===== src/design/utx_map.svh =====
// Register offsets, field positions, reset values and counts of the serial channel.
//
// Contract
// - Transmit drives start, data, parity, stop bits.
// - Interrupt when a start bit begins.
// - Buffer write sets full; load clears it.
// - Pending byte: interrupt, next frame follows directly.
// - No pending byte: finish, clear enable, interrupt.
// - Receive mode holds transmit output high.
// - Start detection restarts the transfer clock.
// - Receive samples on mid-bit rising edges.
// - Character stored on following transfer falling edge.
// - Next rising edge: interrupt and error check.
// - Parity, overrun, framing errors set status flags.
// - Reception runs until software clears enable.
// - Port data bits ignored on serial pins; the code does so on transmit pin 3 only.
// - Pin select bit picks receive input pin.
// - Any status write clears all status flags.
// - Unread character plus new one sets overrun.
// - Frame format: length, parity, stops, order, polarity.
// - Baud divider uses value plus one, minimum 8.
`ifndef UTX_MAP_SVH
`define UTX_MAP_SVH

`define UTX_ADDR_P4_DATA     16'hf220
`define UTX_ADDR_P4_DIR      16'hf221
`define UTX_ADDR_P4_CON0     16'hf222
`define UTX_ADDR_P4_CON1     16'hf223
`define UTX_ADDR_P4_MOD0     16'hf224
`define UTX_ADDR_P4_MOD1     16'hf225
`define UTX_ADDR_MODE0       16'hf290
`define UTX_ADDR_MODE1       16'hf291
`define UTX_ADDR_BAUD_LOW    16'hf292
`define UTX_ADDR_BAUD_HIGH   16'hf293
`define UTX_ADDR_CONTROL     16'hf294
`define UTX_ADDR_BUFFER      16'hf295
`define UTX_ADDR_STATUS      16'hf296

`define UTX_M0_DIR           0
`define UTX_M0_CLK_LO        1
`define UTX_M0_CLK_HI        2
`define UTX_M0_RX_SEL        4
`define UTX_M1_LEN_LO        0
`define UTX_M1_LEN_HI        1
`define UTX_M1_PAR_EN        2
`define UTX_M1_PAR_ODD       3
`define UTX_M1_TWO_STOP      4
`define UTX_M1_MSB_FIRST     5
`define UTX_M1_NEG_LOGIC     6
`define UTX_CTL_ENABLE       0
`define UTX_TX_PIN           3
`define UTX_RX_PIN           2

`define UTX_RST_BYTE         8'h00
`define UTX_RST_BAUD_LOW     8'hff
`define UTX_RST_BAUD_HIGH    4'hf
`define UTX_BAUD_MIN         12'h008
`define UTX_FULL_LEN         4'h8

`endif


===== src/design/utx_pkg.sv =====
// Shared state types of the serial channel.
package utx_pkg;
	typedef enum logic [2:0] {TX_IDLE, TX_START, TX_DATA, TX_PARITY, TX_STOP} utx_tx_state_type;
	typedef enum logic [2:0] {RX_IDLE, RX_START, RX_DATA, RX_PARITY, RX_STORE, RX_STOP}
		utx_rx_state_type;
endpackage


===== src/design/utx_baud.sv =====
// Baud generator that forms the falling and rising edges of the transfer clock.
`timescale 1ns/1ns
module utx_baud #(
	parameter int CNT_W = 12
) (
	// Clock and reset
	input  wire logic             clk,
	input  wire logic             rst_n,
	// Control
	input  wire logic             tick,
	input  wire logic             restart,
	input  wire logic [CNT_W-1:0] limit,
	// Transfer clock edges
	output logic                  fall,
	output logic                  rise
);
	logic [CNT_W-1:0] cnt_reg;

	// The period is limit plus one ticks; the rising edge sits half way.
	always_ff @(posedge clk)
	begin
		if (!rst_n)
			cnt_reg <= '0;
		else if (restart)
			cnt_reg <= '0;
		else if (tick)
			cnt_reg <= (cnt_reg == limit) ? '0 : cnt_reg + 1'b1;
	end

	assign fall = tick && !restart && (cnt_reg == limit);
	assign rise = tick && !restart && (cnt_reg == (limit >> 1));
endmodule // utx_baud


===== src/design/utx_engine.sv =====
// Half-duplex asynchronous serial channel with its register file and port 4 pins.
//
// Chosen here: the address-and-strobe port.
`timescale 1ns/1ns
`include "utx_map.svh"
module utx_engine (
	// Clock and reset
	input  wire logic        clk,
	input  wire logic        rst_n,
	// Register port
	input  wire logic [15:0] reg_addr,
	input  wire logic [7:0]  reg_wdata,
	input  wire logic        reg_wr,
	input  wire logic        reg_rd,
	output logic [7:0]       reg_rdata,
	// Baud source ticks
	input  wire logic        baud_src_low_tick,
	input  wire logic        baud_src_dbl_tick,
	input  wire logic        baud_src_high_tick,
	// Pins
	input  wire logic        port0_bit2_in,
	input  wire logic [7:0]  port4_in,
	output logic [7:0]       port4_out,
	output logic [7:0]       port4_oe,
	// Channel event
	output logic             serial_irq
);
	// ------------------------------------------------------------
	// Registers and decode
	// ------------------------------------------------------------
	logic [7:0]  serial_mode_reg0;
	logic [7:0]  serial_mode_reg1;
	logic [7:0]  baud_count_low;
	logic [3:0]  baud_count_high;
	logic        channel_enable_bit;
	logic        rx_dir_reg;
	logic [7:0]  shared_txrx_buffer;
	logic        buffer_full_flag;
	logic        unread_reg;
	logic        parity_error_flag;
	logic        overrun_error_flag;
	logic        framing_error_flag;
	logic [7:0]  port4_output_data;
	logic [7:0]  port4_direction;
	logic [7:0]  port4_drive_control_low;
	logic [7:0]  port4_drive_control_high;
	logic [7:0]  port4_function_select_low;
	logic [7:0]  port4_function_select_high;
	logic [7:0]  rdata_reg;
	logic        irq_reg;

	logic        wr_mode0;
	logic        wr_ctl;
	logic        wr_buf;
	logic        wr_stat;
	logic        rd_buf;
	logic        start_go;
	logic        tx_active;
	logic        rx_active;

	assign wr_mode0 = reg_wr && (reg_addr == `UTX_ADDR_MODE0);
	assign wr_ctl   = reg_wr && (reg_addr == `UTX_ADDR_CONTROL);
	assign wr_buf   = reg_wr && (reg_addr == `UTX_ADDR_BUFFER);
	assign wr_stat  = reg_wr && (reg_addr == `UTX_ADDR_STATUS);
	assign rd_buf   = reg_rd && (reg_addr == `UTX_ADDR_BUFFER);

	assign start_go  = wr_ctl && reg_wdata[`UTX_CTL_ENABLE] && !channel_enable_bit;
	assign tx_active = channel_enable_bit && !rx_dir_reg;
	assign rx_active = channel_enable_bit && rx_dir_reg;

	// ------------------------------------------------------------
	// Frame format
	// ------------------------------------------------------------
	logic [3:0]  data_len;
	logic        par_en;
	logic        par_odd;
	logic        two_stop;
	logic        msb_first;
	logic        neg_logic;

	// Length field 0 gives eight bits, 3 gives five.
	assign data_len  = `UTX_FULL_LEN - {2'b00, serial_mode_reg1[`UTX_M1_LEN_HI:`UTX_M1_LEN_LO]};
	assign par_en    = serial_mode_reg1[`UTX_M1_PAR_EN];
	assign par_odd   = serial_mode_reg1[`UTX_M1_PAR_ODD];
	assign two_stop  = serial_mode_reg1[`UTX_M1_TWO_STOP];
	assign msb_first = serial_mode_reg1[`UTX_M1_MSB_FIRST];
	assign neg_logic = serial_mode_reg1[`UTX_M1_NEG_LOGIC];

	// ------------------------------------------------------------
	// Baud generator
	// ------------------------------------------------------------
	logic [11:0] baud_val;
	logic [11:0] baud_limit;
	logic        baud_tick;
	logic        baud_restart;
	logic        baud_fall;
	logic        baud_rise;
	logic        rx_detect;

	assign baud_val   = {baud_count_high, baud_count_low};
	assign baud_limit = (baud_val < `UTX_BAUD_MIN) ? `UTX_BAUD_MIN : baud_val;
	assign baud_tick  = serial_mode_reg0[`UTX_M0_CLK_HI] ? baud_src_high_tick :
		(serial_mode_reg0[`UTX_M0_CLK_LO] ? baud_src_dbl_tick : baud_src_low_tick);
	// Transmit restarts at enable; receive restarts at the start edge.
	assign baud_restart = start_go || rx_detect;

	utx_baud #(
		.CNT_W   (12)
	) u_baud (
		.clk     (clk),
		.rst_n   (rst_n),
		.tick    (baud_tick),
		.restart (baud_restart),
		.limit   (baud_limit),
		.fall    (baud_fall),
		.rise    (baud_rise)
	);

	// ------------------------------------------------------------
	// Channel enable and direction
	// ------------------------------------------------------------
	logic tx_load;
	logic tx_finish;

	// Direction is latched only when the channel turns on, so a later mode
	// write cannot swing a running frame to the other direction.
	always_ff @(posedge clk)
	begin
		if (!rst_n)
		begin
			channel_enable_bit <= 1'b0;
			rx_dir_reg <= 1'b0;
		end
		else
		begin
			if (wr_ctl)
				channel_enable_bit <= reg_wdata[`UTX_CTL_ENABLE];
			else if (tx_finish)
				channel_enable_bit <= 1'b0;
			if (start_go)
				rx_dir_reg <= serial_mode_reg0[`UTX_M0_DIR];
		end
	end

	// ------------------------------------------------------------
	// Transmitter
	// ------------------------------------------------------------
	utx_pkg::utx_tx_state_type tx_state;
	logic [7:0] tx_shift;
	logic [3:0] tx_bits;
	logic       tx_par;
	logic       tx_stop_cnt;
	logic       tx_line;
	logic       tx_bit;
	logic       tx_stop_done;

	assign tx_bit       = msb_first ? tx_shift[data_len[2:0] - 3'h1] : tx_shift[0];
	assign tx_stop_done = tx_stop_cnt || !two_stop;
	assign tx_load      = tx_active && baud_fall && ((tx_state == utx_pkg::TX_IDLE) ||
		((tx_state == utx_pkg::TX_STOP) && tx_stop_done && buffer_full_flag));
	assign tx_finish    = tx_active && baud_fall && (tx_state == utx_pkg::TX_STOP) &&
		tx_stop_done && !buffer_full_flag;

	always_ff @(posedge clk)
	begin
		if (!rst_n)
		begin
			tx_state <= utx_pkg::TX_IDLE;
			tx_shift <= `UTX_RST_BYTE;
			tx_bits <= 4'h0;
			tx_par <= 1'b0;
			tx_stop_cnt <= 1'b0;
			tx_line <= 1'b1;
		end
		else if (!tx_active)
		begin
			tx_state <= utx_pkg::TX_IDLE;
			tx_line <= 1'b1;
		end
		else if (tx_load)
		begin
			tx_shift <= shared_txrx_buffer;
			tx_par <= par_odd;
			tx_line <= 1'b0;
			tx_state <= utx_pkg::TX_START;
		end
		else if (baud_fall)
		begin
			case (tx_state)
				utx_pkg::TX_START, utx_pkg::TX_DATA:
				begin
					if (tx_state == utx_pkg::TX_DATA && tx_bits == data_len)
					begin
						tx_line <= par_en ? tx_par : 1'b1;
						tx_stop_cnt <= 1'b0;
						tx_state <= par_en ? utx_pkg::TX_PARITY : utx_pkg::TX_STOP;
					end
					else
					begin
						tx_line <= tx_bit;
						tx_par <= tx_par ^ tx_bit;
						tx_shift <= msb_first ? (tx_shift << 1) : (tx_shift >> 1);
						tx_bits <= (tx_state == utx_pkg::TX_START) ? 4'h1 : tx_bits + 4'h1;
						tx_state <= utx_pkg::TX_DATA;
					end
				end
				utx_pkg::TX_PARITY:
				begin
					tx_line <= 1'b1;
					tx_stop_cnt <= 1'b0;
					tx_state <= utx_pkg::TX_STOP;
				end
				utx_pkg::TX_STOP:
				begin
					if (!tx_stop_done)
						tx_stop_cnt <= 1'b1;
					else
						tx_state <= utx_pkg::TX_IDLE;
				end
				default:
					tx_state <= utx_pkg::TX_IDLE;
			endcase
		end
	end

	// ------------------------------------------------------------
	// Receiver
	// ------------------------------------------------------------
	utx_pkg::utx_rx_state_type rx_state;
	logic       rx_pin;
	logic       rx_level;
	logic       rx_prev;
	logic [7:0] rx_shift;
	logic [3:0] rx_bits;
	logic       rx_par_bit;
	logic       rx_ovr_pend;
	logic       rx_store;
	logic       rx_check;
	logic [7:0] rx_data;
	logic       rx_par_err;

	assign rx_level  = rx_pin ^ neg_logic;
	assign rx_detect = rx_active && (rx_state == utx_pkg::RX_IDLE) && rx_prev && !rx_level;
	assign rx_store  = rx_active && baud_fall && (rx_state == utx_pkg::RX_STORE);
	assign rx_check  = rx_active && baud_rise && (rx_state == utx_pkg::RX_STOP);
	// The character sits at the top of the register when shifted in from the left.
	assign rx_data    = msb_first ? (rx_shift & (8'hff >> (`UTX_FULL_LEN - data_len))) :
		(rx_shift >> (`UTX_FULL_LEN - data_len));
	assign rx_par_err = par_en && ((^rx_data ^ rx_par_bit) != par_odd);

	always_ff @(posedge clk)
	begin
		if (!rst_n)
			rx_prev <= 1'b1;
		else
			rx_prev <= rx_level;
	end

	always_ff @(posedge clk)
	begin
		if (!rst_n)
		begin
			rx_state <= utx_pkg::RX_IDLE;
			rx_shift <= `UTX_RST_BYTE;
			rx_bits <= 4'h0;
			rx_par_bit <= 1'b0;
			rx_ovr_pend <= 1'b0;
		end
		else if (!rx_active)
			rx_state <= utx_pkg::RX_IDLE;
		else if (rx_detect)
			rx_state <= utx_pkg::RX_START;
		else
		begin
			case (rx_state)
				utx_pkg::RX_START:
					if (baud_rise)
					begin
						rx_bits <= 4'h0;
						// A start level gone by mid-bit was a glitch.
						rx_state <= rx_level ? utx_pkg::RX_IDLE : utx_pkg::RX_DATA;
					end
				utx_pkg::RX_DATA:
					if (baud_rise)
					begin
						rx_shift <= msb_first ? {rx_shift[6:0], rx_level} :
							{rx_level, rx_shift[7:1]};
						rx_bits <= rx_bits + 4'h1;
						if (rx_bits + 4'h1 == data_len)
							rx_state <= par_en ? utx_pkg::RX_PARITY : utx_pkg::RX_STORE;
					end
				utx_pkg::RX_PARITY:
					if (baud_rise)
					begin
						rx_par_bit <= rx_level;
						rx_state <= utx_pkg::RX_STORE;
					end
				utx_pkg::RX_STORE:
					if (baud_fall)
					begin
						rx_ovr_pend <= unread_reg;
						rx_state <= utx_pkg::RX_STOP;
					end
				utx_pkg::RX_STOP:
					if (baud_rise)
						rx_state <= utx_pkg::RX_IDLE;
				default:
					rx_state <= utx_pkg::RX_IDLE;
			endcase
		end
	end

	// ------------------------------------------------------------
	// Shared buffer and status flags
	// ------------------------------------------------------------
	always_ff @(posedge clk)
	begin
		if (!rst_n)
			shared_txrx_buffer <= `UTX_RST_BYTE;
		else if (rx_store)
			shared_txrx_buffer <= rx_data;
		else if (wr_buf && !rx_active)
			shared_txrx_buffer <= reg_wdata;
	end

	// Set wins over every clear in the same cycle.
	always_ff @(posedge clk)
	begin
		if (!rst_n)
			buffer_full_flag <= 1'b0;
		else if (wr_buf && !rx_active)
			buffer_full_flag <= 1'b1;
		else if (tx_load || wr_stat || rx_active)
			buffer_full_flag <= 1'b0;
	end

	// The unread mark survives disable so overrun still shows after re-enable.
	always_ff @(posedge clk)
	begin
		if (!rst_n)
			unread_reg <= 1'b0;
		else if (rx_store)
			unread_reg <= 1'b1;
		else if (rd_buf)
			unread_reg <= 1'b0;
	end

	always_ff @(posedge clk)
	begin
		if (!rst_n)
		begin
			parity_error_flag <= 1'b0;
			overrun_error_flag <= 1'b0;
			framing_error_flag <= 1'b0;
		end
		else if (rx_check)
		begin
			// A status write in the same cycle still clears the older flags.
			parity_error_flag <= (parity_error_flag && !wr_stat) || rx_par_err;
			overrun_error_flag <= (overrun_error_flag && !wr_stat) || rx_ovr_pend;
			framing_error_flag <= (framing_error_flag && !wr_stat) || !rx_level;
		end
		else if (wr_stat)
		begin
			parity_error_flag <= 1'b0;
			overrun_error_flag <= 1'b0;
			framing_error_flag <= 1'b0;
		end
	end

	// ------------------------------------------------------------
	// Configuration registers
	// ------------------------------------------------------------
	always_ff @(posedge clk)
	begin
		if (!rst_n)
		begin
			serial_mode_reg0 <= `UTX_RST_BYTE;
			serial_mode_reg1 <= `UTX_RST_BYTE;
			baud_count_low <= `UTX_RST_BAUD_LOW;
			baud_count_high <= `UTX_RST_BAUD_HIGH;
		end
		else if (reg_wr)
		begin
			if (wr_mode0)
				serial_mode_reg0 <= reg_wdata;
			if (reg_addr == `UTX_ADDR_MODE1)
				serial_mode_reg1 <= reg_wdata;
			if (reg_addr == `UTX_ADDR_BAUD_LOW)
				baud_count_low <= reg_wdata;
			if (reg_addr == `UTX_ADDR_BAUD_HIGH)
				baud_count_high <= reg_wdata[3:0];
		end
	end

	always_ff @(posedge clk)
	begin
		if (!rst_n)
		begin
			port4_output_data <= `UTX_RST_BYTE;
			port4_direction <= `UTX_RST_BYTE;
			port4_drive_control_low <= `UTX_RST_BYTE;
			port4_drive_control_high <= `UTX_RST_BYTE;
			port4_function_select_low <= `UTX_RST_BYTE;
			port4_function_select_high <= `UTX_RST_BYTE;
		end
		else if (reg_wr)
		begin
			case (reg_addr)
				`UTX_ADDR_P4_DATA: port4_output_data <= reg_wdata;
				`UTX_ADDR_P4_DIR:  port4_direction <= reg_wdata;
				`UTX_ADDR_P4_CON0: port4_drive_control_low <= reg_wdata;
				`UTX_ADDR_P4_CON1: port4_drive_control_high <= reg_wdata;
				`UTX_ADDR_P4_MOD0: port4_function_select_low <= reg_wdata;
				`UTX_ADDR_P4_MOD1: port4_function_select_high <= reg_wdata;
				default:           port4_output_data <= port4_output_data;
			endcase
		end
	end

	// ------------------------------------------------------------
	// Read data and interrupt
	// ------------------------------------------------------------
	always_ff @(posedge clk)
	begin
		if (!rst_n)
			rdata_reg <= `UTX_RST_BYTE;
		else if (reg_rd)
		begin
			case (reg_addr)
				`UTX_ADDR_P4_DATA:    rdata_reg <= port4_output_data;
				`UTX_ADDR_P4_DIR:     rdata_reg <= port4_direction;
				`UTX_ADDR_P4_CON0:    rdata_reg <= port4_drive_control_low;
				`UTX_ADDR_P4_CON1:    rdata_reg <= port4_drive_control_high;
				`UTX_ADDR_P4_MOD0:    rdata_reg <= port4_function_select_low;
				`UTX_ADDR_P4_MOD1:    rdata_reg <= port4_function_select_high;
				`UTX_ADDR_MODE0:      rdata_reg <= serial_mode_reg0;
				`UTX_ADDR_MODE1:      rdata_reg <= serial_mode_reg1;
				`UTX_ADDR_BAUD_LOW:   rdata_reg <= baud_count_low;
				`UTX_ADDR_BAUD_HIGH:  rdata_reg <= {4'h0, baud_count_high};
				`UTX_ADDR_CONTROL:    rdata_reg <= {7'h00, channel_enable_bit};
				`UTX_ADDR_BUFFER:     rdata_reg <= shared_txrx_buffer;
				`UTX_ADDR_STATUS:     rdata_reg <= {4'h0, buffer_full_flag, parity_error_flag,
					overrun_error_flag, framing_error_flag};
				default:              rdata_reg <= 8'h00;
			endcase
		end
		else
			rdata_reg <= 8'h00;
	end

	// One pulse for a start bit, a finished frame or a received character.
	always_ff @(posedge clk)
	begin
		if (!rst_n)
			irq_reg <= 1'b0;
		else
			irq_reg <= tx_load || tx_finish || rx_check;
	end

	assign reg_rdata  = rdata_reg;
	assign serial_irq = irq_reg;

	// ------------------------------------------------------------
	// Pins
	// ------------------------------------------------------------
	logic tx_pin_level;
	logic rx_mode;

	// Receive mode follows the latched direction while enabled and the mode bit
	// otherwise, so the transmit line stays high whatever the polarity.
	assign rx_mode      = channel_enable_bit ? rx_dir_reg : serial_mode_reg0[`UTX_M0_DIR];
	assign tx_pin_level = rx_mode ? 1'b1 : (tx_line ^ neg_logic);

	utx_pins u_pins (
		.clk           (clk),
		.rst_n         (rst_n),
		.p4_data       (port4_output_data),
		.p4_dir        (port4_direction),
		.p4_con0       (port4_drive_control_low),
		.p4_con1       (port4_drive_control_high),
		.p4_mod0       (port4_function_select_low),
		.p4_mod1       (port4_function_select_high),
		.tx_level      (tx_pin_level),
		.rx_sel        (serial_mode_reg0[`UTX_M0_RX_SEL]),
		.rx_level      (rx_pin),
		.port4_in      (port4_in),
		.port0_bit2_in (port0_bit2_in),
		.port4_out     (port4_out),
		.port4_oe      (port4_oe)
	);
endmodule // utx_engine


===== src/design/utx_pins.sv =====
// Port 4 pin logic with the serial transmit and receive routing.
`timescale 1ns/1ns
`include "utx_map.svh"
module utx_pins (
	// Clock and reset
	input  wire logic       clk,
	input  wire logic       rst_n,
	// Port registers
	input  wire logic [7:0] p4_data,
	input  wire logic [7:0] p4_dir,
	input  wire logic [7:0] p4_con0,
	input  wire logic [7:0] p4_con1,
	input  wire logic [7:0] p4_mod0,
	input  wire logic [7:0] p4_mod1,
	// Serial side
	input  wire logic       tx_level,
	input  wire logic       rx_sel,
	output logic            rx_level,
	// Pins
	input  wire logic [7:0] port4_in,
	input  wire logic       port0_bit2_in,
	output logic [7:0]      port4_out,
	output logic [7:0]      port4_oe
);
	genvar i;
	wire logic [7:0] out_next;
	wire logic [7:0] oe_next;

	generate
		for (i = 0; i < 8; i++)
		begin : g_pin
			logic serial_fn;
			logic bit_val;
			logic [1:0] drive;

			assign serial_fn = !p4_mod1[i] && p4_mod0[i];
			// On the transmit pin the serial level replaces the port data bit.
			assign bit_val = (i == `UTX_TX_PIN && serial_fn) ? tx_level : p4_data[i];
			assign drive = {p4_con1[i], p4_con0[i]};

			// Both drive bits set give push-pull; one set gives open drain.
			assign out_next[i] = bit_val;
			assign oe_next[i]  = !p4_dir[i] && ((drive == 2'b11) || ((drive != 2'b00) && !bit_val));
		end
	endgenerate

	// One register for the whole port keeps every output bit in a single process.
	always_ff @(posedge clk)
	begin
		if (!rst_n)
		begin
			port4_out <= 8'h00;
			port4_oe  <= 8'h00;
		end
		else
		begin
			port4_out <= out_next;
			port4_oe  <= oe_next;
		end
	end

	assign rx_level = rx_sel ? port4_in[`UTX_RX_PIN] : port0_bit2_in;
endmodule // utx_pins


===== config.mk =====
export PLATFORM = sky130hd
export DESIGN_NAME = utx_engine
export DESIGN_NICKNAME = d
export VERILOG_FILES = /design/src/design/utx_pkg.sv /design/src/design/utx_baud.sv /design/src/design/utx_engine.sv /design/src/design/utx_pins.sv
export VERILOG_INCLUDE_DIRS = /design/src /design/src/design
export SDC_FILE = /design/constraint.sdc
export NUM_CORES = 1
export LEC_CHECK = 0
export BUFFER_PORTS_ARGS = -buffer_cell sky130_fd_sc_hd__buf_4
export CAP_MARGIN = 20
export CORE_MARGIN = 1
export CORE_UTILIZATION = 55
export DETAILED_ROUTE_END_ITERATION = 10
export GPL_TIMING_DRIVEN = 0
export PLACE_DENSITY_LB_ADDON = 0.3
export SLEW_MARGIN = 20
export SYNTH_ARGS = -nofsm -noshare
export SYNTH_HDL_FRONTEND = slang
export SYNTH_SLANG_ARGS = --single-unit

===== constraint.sdc =====
create_clock -name clk -period 3.15 [get_ports clk]
set_input_delay 0.4725 -clock clk [delete_from_list [all_inputs] [get_ports clk]]
set_output_delay 0.4725 -clock clk [all_outputs]
set_load 0.05 [all_outputs]

==> flow_summary.toml <==
[min_path]
min_path_type = "input pin to register"

[pwr]
internal_power_mw = 3.42
p_sw_share_pct = 24.1
power_density_nw_per_um2 = 462
p_switching_mw = 1.08
seq_power_share_pct = 46.1
vdd_drop_max_uv = 474
p_leak_nw = 3.19
comb_power_share_pct = 4.1
clockPowerShare_pct = 49.8

[global_routing]
grt_pass1_vias = 7657
grt_pass1_wl_mm = 41.4
grt_max_degree = 17
overflow = 0
track_usage_pct = 34.1
antenna_found_initial = 0

[final_layout]
layout_common_cells = "nand2_1 (166), dfxtp_1 (164), nand3_1 (97)"
largest_register_ffs = 12
fin_cells = 1314
layout-drive-gt1-share_pct = 12.0
layout_commonest_cell = "nand2_1"
antenna_cells = 0
final_util_pct = 66.2
area_growth_syn_to_layout_pct = 16.3
final_nets = 1163

[sta]
slew_headroom_pct = 33.3
fmax_ghz = 0.330
slew_violations = 0
tightest_slew_ns = 0.993
rsz0062_at_grt = "false"
layout_min_cycle_time_ns = 3.03
finClkSkew_ns = 0.0104
finalCritPeriodShare_pct = 96.3
final-hold-violation-count = 0
setup_violations = 0

[clock_network]
htree_num_levels = 4
clkLatencyLatePin_ns = 0.44
numCtsBuffers = 17
path_clk_slew_ns = 0.07
cts_hold_buf = 0
cts_buffer_depth = 2
cts_sinks = 164
tritoncts = "done"
cts_root_buffer = "clkbuf_16"

[routing]
drt_iter0_drc = 1154
drc = 5
final_antenna_net_count = 0
vias = 8550
vias_per_cell = 6.51
detail_route.first_pass.iterations = 11
avgRoutedWirePerCell_um = 20.3
wirelength_mm = 26.7

[critical_path]
cp.arrival_ns = 3.37
worstPathMaxFanout = 10
crit_required_ns = 3.49
cp-start-kind = "register"
critPathCaptureType = "register"
crit_type = "register to register"

[logic_synthesis]
synth.mux.area_fraction_pct = 3.42
synth_compound_area_share_pct = 19.5
syn_inst = 1039
synth_xor_area_share_pct = 5.02
ys_ff_latch = 164
seq_area_frac_synth_pct = 39.2
synth_cell_types = 70
syn_area_um2 = 8370
synth-simple-area-share_pct = 26.3
syn-mean-instance-area_um2 = 8.06
ys_async_sr_fraction_pct = 0
synthAdderAreaFrac_pct = 1.73
yosys_warnings = 0
synth_top_family_by_area = "simple AND/OR/NAND/NOR gates"
synth-main-ff-cell = "dfxtp_1"
syn-num-nets = 1085
synth_edf_count = 0

[flow_run]
cap_violations = 0

[die]
rows = 44
fp.dieArea_um2 = 15700
die_h_um = 125
initial_utilization_pct = 57.0
core_area_um2 = 14700
fp.dieW_um = 125
io_pins = 65

[placed_design]
dp.cells = 1276
gp_congestion = 0.980
io_buffers = 53
dpl.hpwl_mm = 19.0

[outcome]
violations = "design-rule violations"
status = "complete, but fails checks"
-- Yosys cell counts (12+ instances only) --
master | instances | area, um2
xor2_1 | 15 | 131
nand2_1 | 166 | 623
a22oi_1 | 16 | 120
nor3b_1 | 12 | 90.1
nand3_1 | 97 | 485
inv_1 | 23 | 86.3
buf_2 | 14 | 70.1
a31oi_1 | 17 | 106
xnor2_1 | 33 | 289
mux2i_1 | 23 | 230
a21oi_1 | 89 | 445
a221oi_1 | 12 | 105
o211ai_1 | 22 | 165
nand4_1 | 12 | 75.1
dfxtp_1 | 164 | 3280
clkbuf_1 | 56 | 210
o21ai_0 | 24 | 120
nor2_1 | 59 | 221
-- metal layers --
layer / track usage, % / wire length, um / up-vias
met4: 13.3 / 862 / 0
met2: 52.0 / 11900 / 518
li1: - / - / 3905
met1: 46.6 / 10900 / 4041
met3: 7.83 / 3070 / 86
met5: 0 / 0 / -
-- critical path, stage by stage, from the launching register on --
cell and delay, ns:
dfxtp_1 0.34, clkbuf_4 0.22, buf_6 0.18, inv_1 0.10, ha_1 0.38, buf_4 0.22, nand2b_1 0.15, o22a_1 0.21
o211ai_1 0.30, xnor2_1 0.15, xnor2_1 0.22, xnor2_1 0.11, o41ai_1 0.35
-- area by class of cell --
cell class | instances | area [um2]
Fill cell | 1272 | 4960
Multi-Input combinational cell | 775 | 4740
Sequential cell | 164 | 3280
Timing Repair Buffer | 59 | 443
Clock buffer | 18 | 439
Buffer | 77 | 329
Tap cell | 184 | 230
Clock inverter | 14 | 190
Inverter | 23 | 86.3
-- stage by stage --
| step | setup WS (ns) | power, mW | TNS (ns) | hold slack [ns] | cell area [um2] |
|---|---|---|---|---|---|
| 6_report | 0.116 | 4.50 | 0 | 0.314 | 9740 |
| 2_1_floorplan | 0.300 | 2.21 | 0 | 0.421 | 8370 |
| 5_1_grt | 0.0165 | 4.60 | 0 | 0.314 | 9740 |
| 3_5_place_dp | -0.496 | 2.30 | -7.75 | 0.447 | 9010 |
| 4_1_cts | 0.0130 | 4.49 | 0 | 0.310 | 9650 |
| 3_3_place_gp | -0.496 | 2.30 | -9.19 | 0.443 | 9000 |
-- power groups by stage --
stage               combinational, mW  sequential [mW]  clock [mW]
floorplan                      0.0892             2.12           0
global placement                0.173             2.12           0
detailed placement              0.175             2.12           0
CTS                             0.176             2.08        2.24
global route                    0.192             2.08        2.33
finish                          0.183             2.08        2.24
-- cells by family after synthesis --
family / count (synthesis)
DFF: 164
xor gates and xnor gates: 48
and+or+nand+nor: 440
muxes: 27
adders and majority gates: 13
buffers and inverters: 100
AOI/OAI and AO/OA: 247
-- path summary, 6_finish.rpt --
path	cells after the start	slack, ns	startpoint	to
max	12	0.12	serial_mode_reg1[0]	parity_error_flag
min	3	0.31	reg_wdata[1]	port4_drive_control_low[1]
max reg2reg	12	0.12	serial_mode_reg1[0]	parity_error_flag
min reg2reg	2	0.46	port4_function_select_high[5]	port4_function_select_high[5]
-- timing repair --
action,CTS,global route
gates resized for setup,5,9
buffers inserted,0,6
gates cloned,0,0
endpoints found under the setup margin,15,20
pin swaps,0,6
No activity file was read; power rests on OpenSTA's default activity.
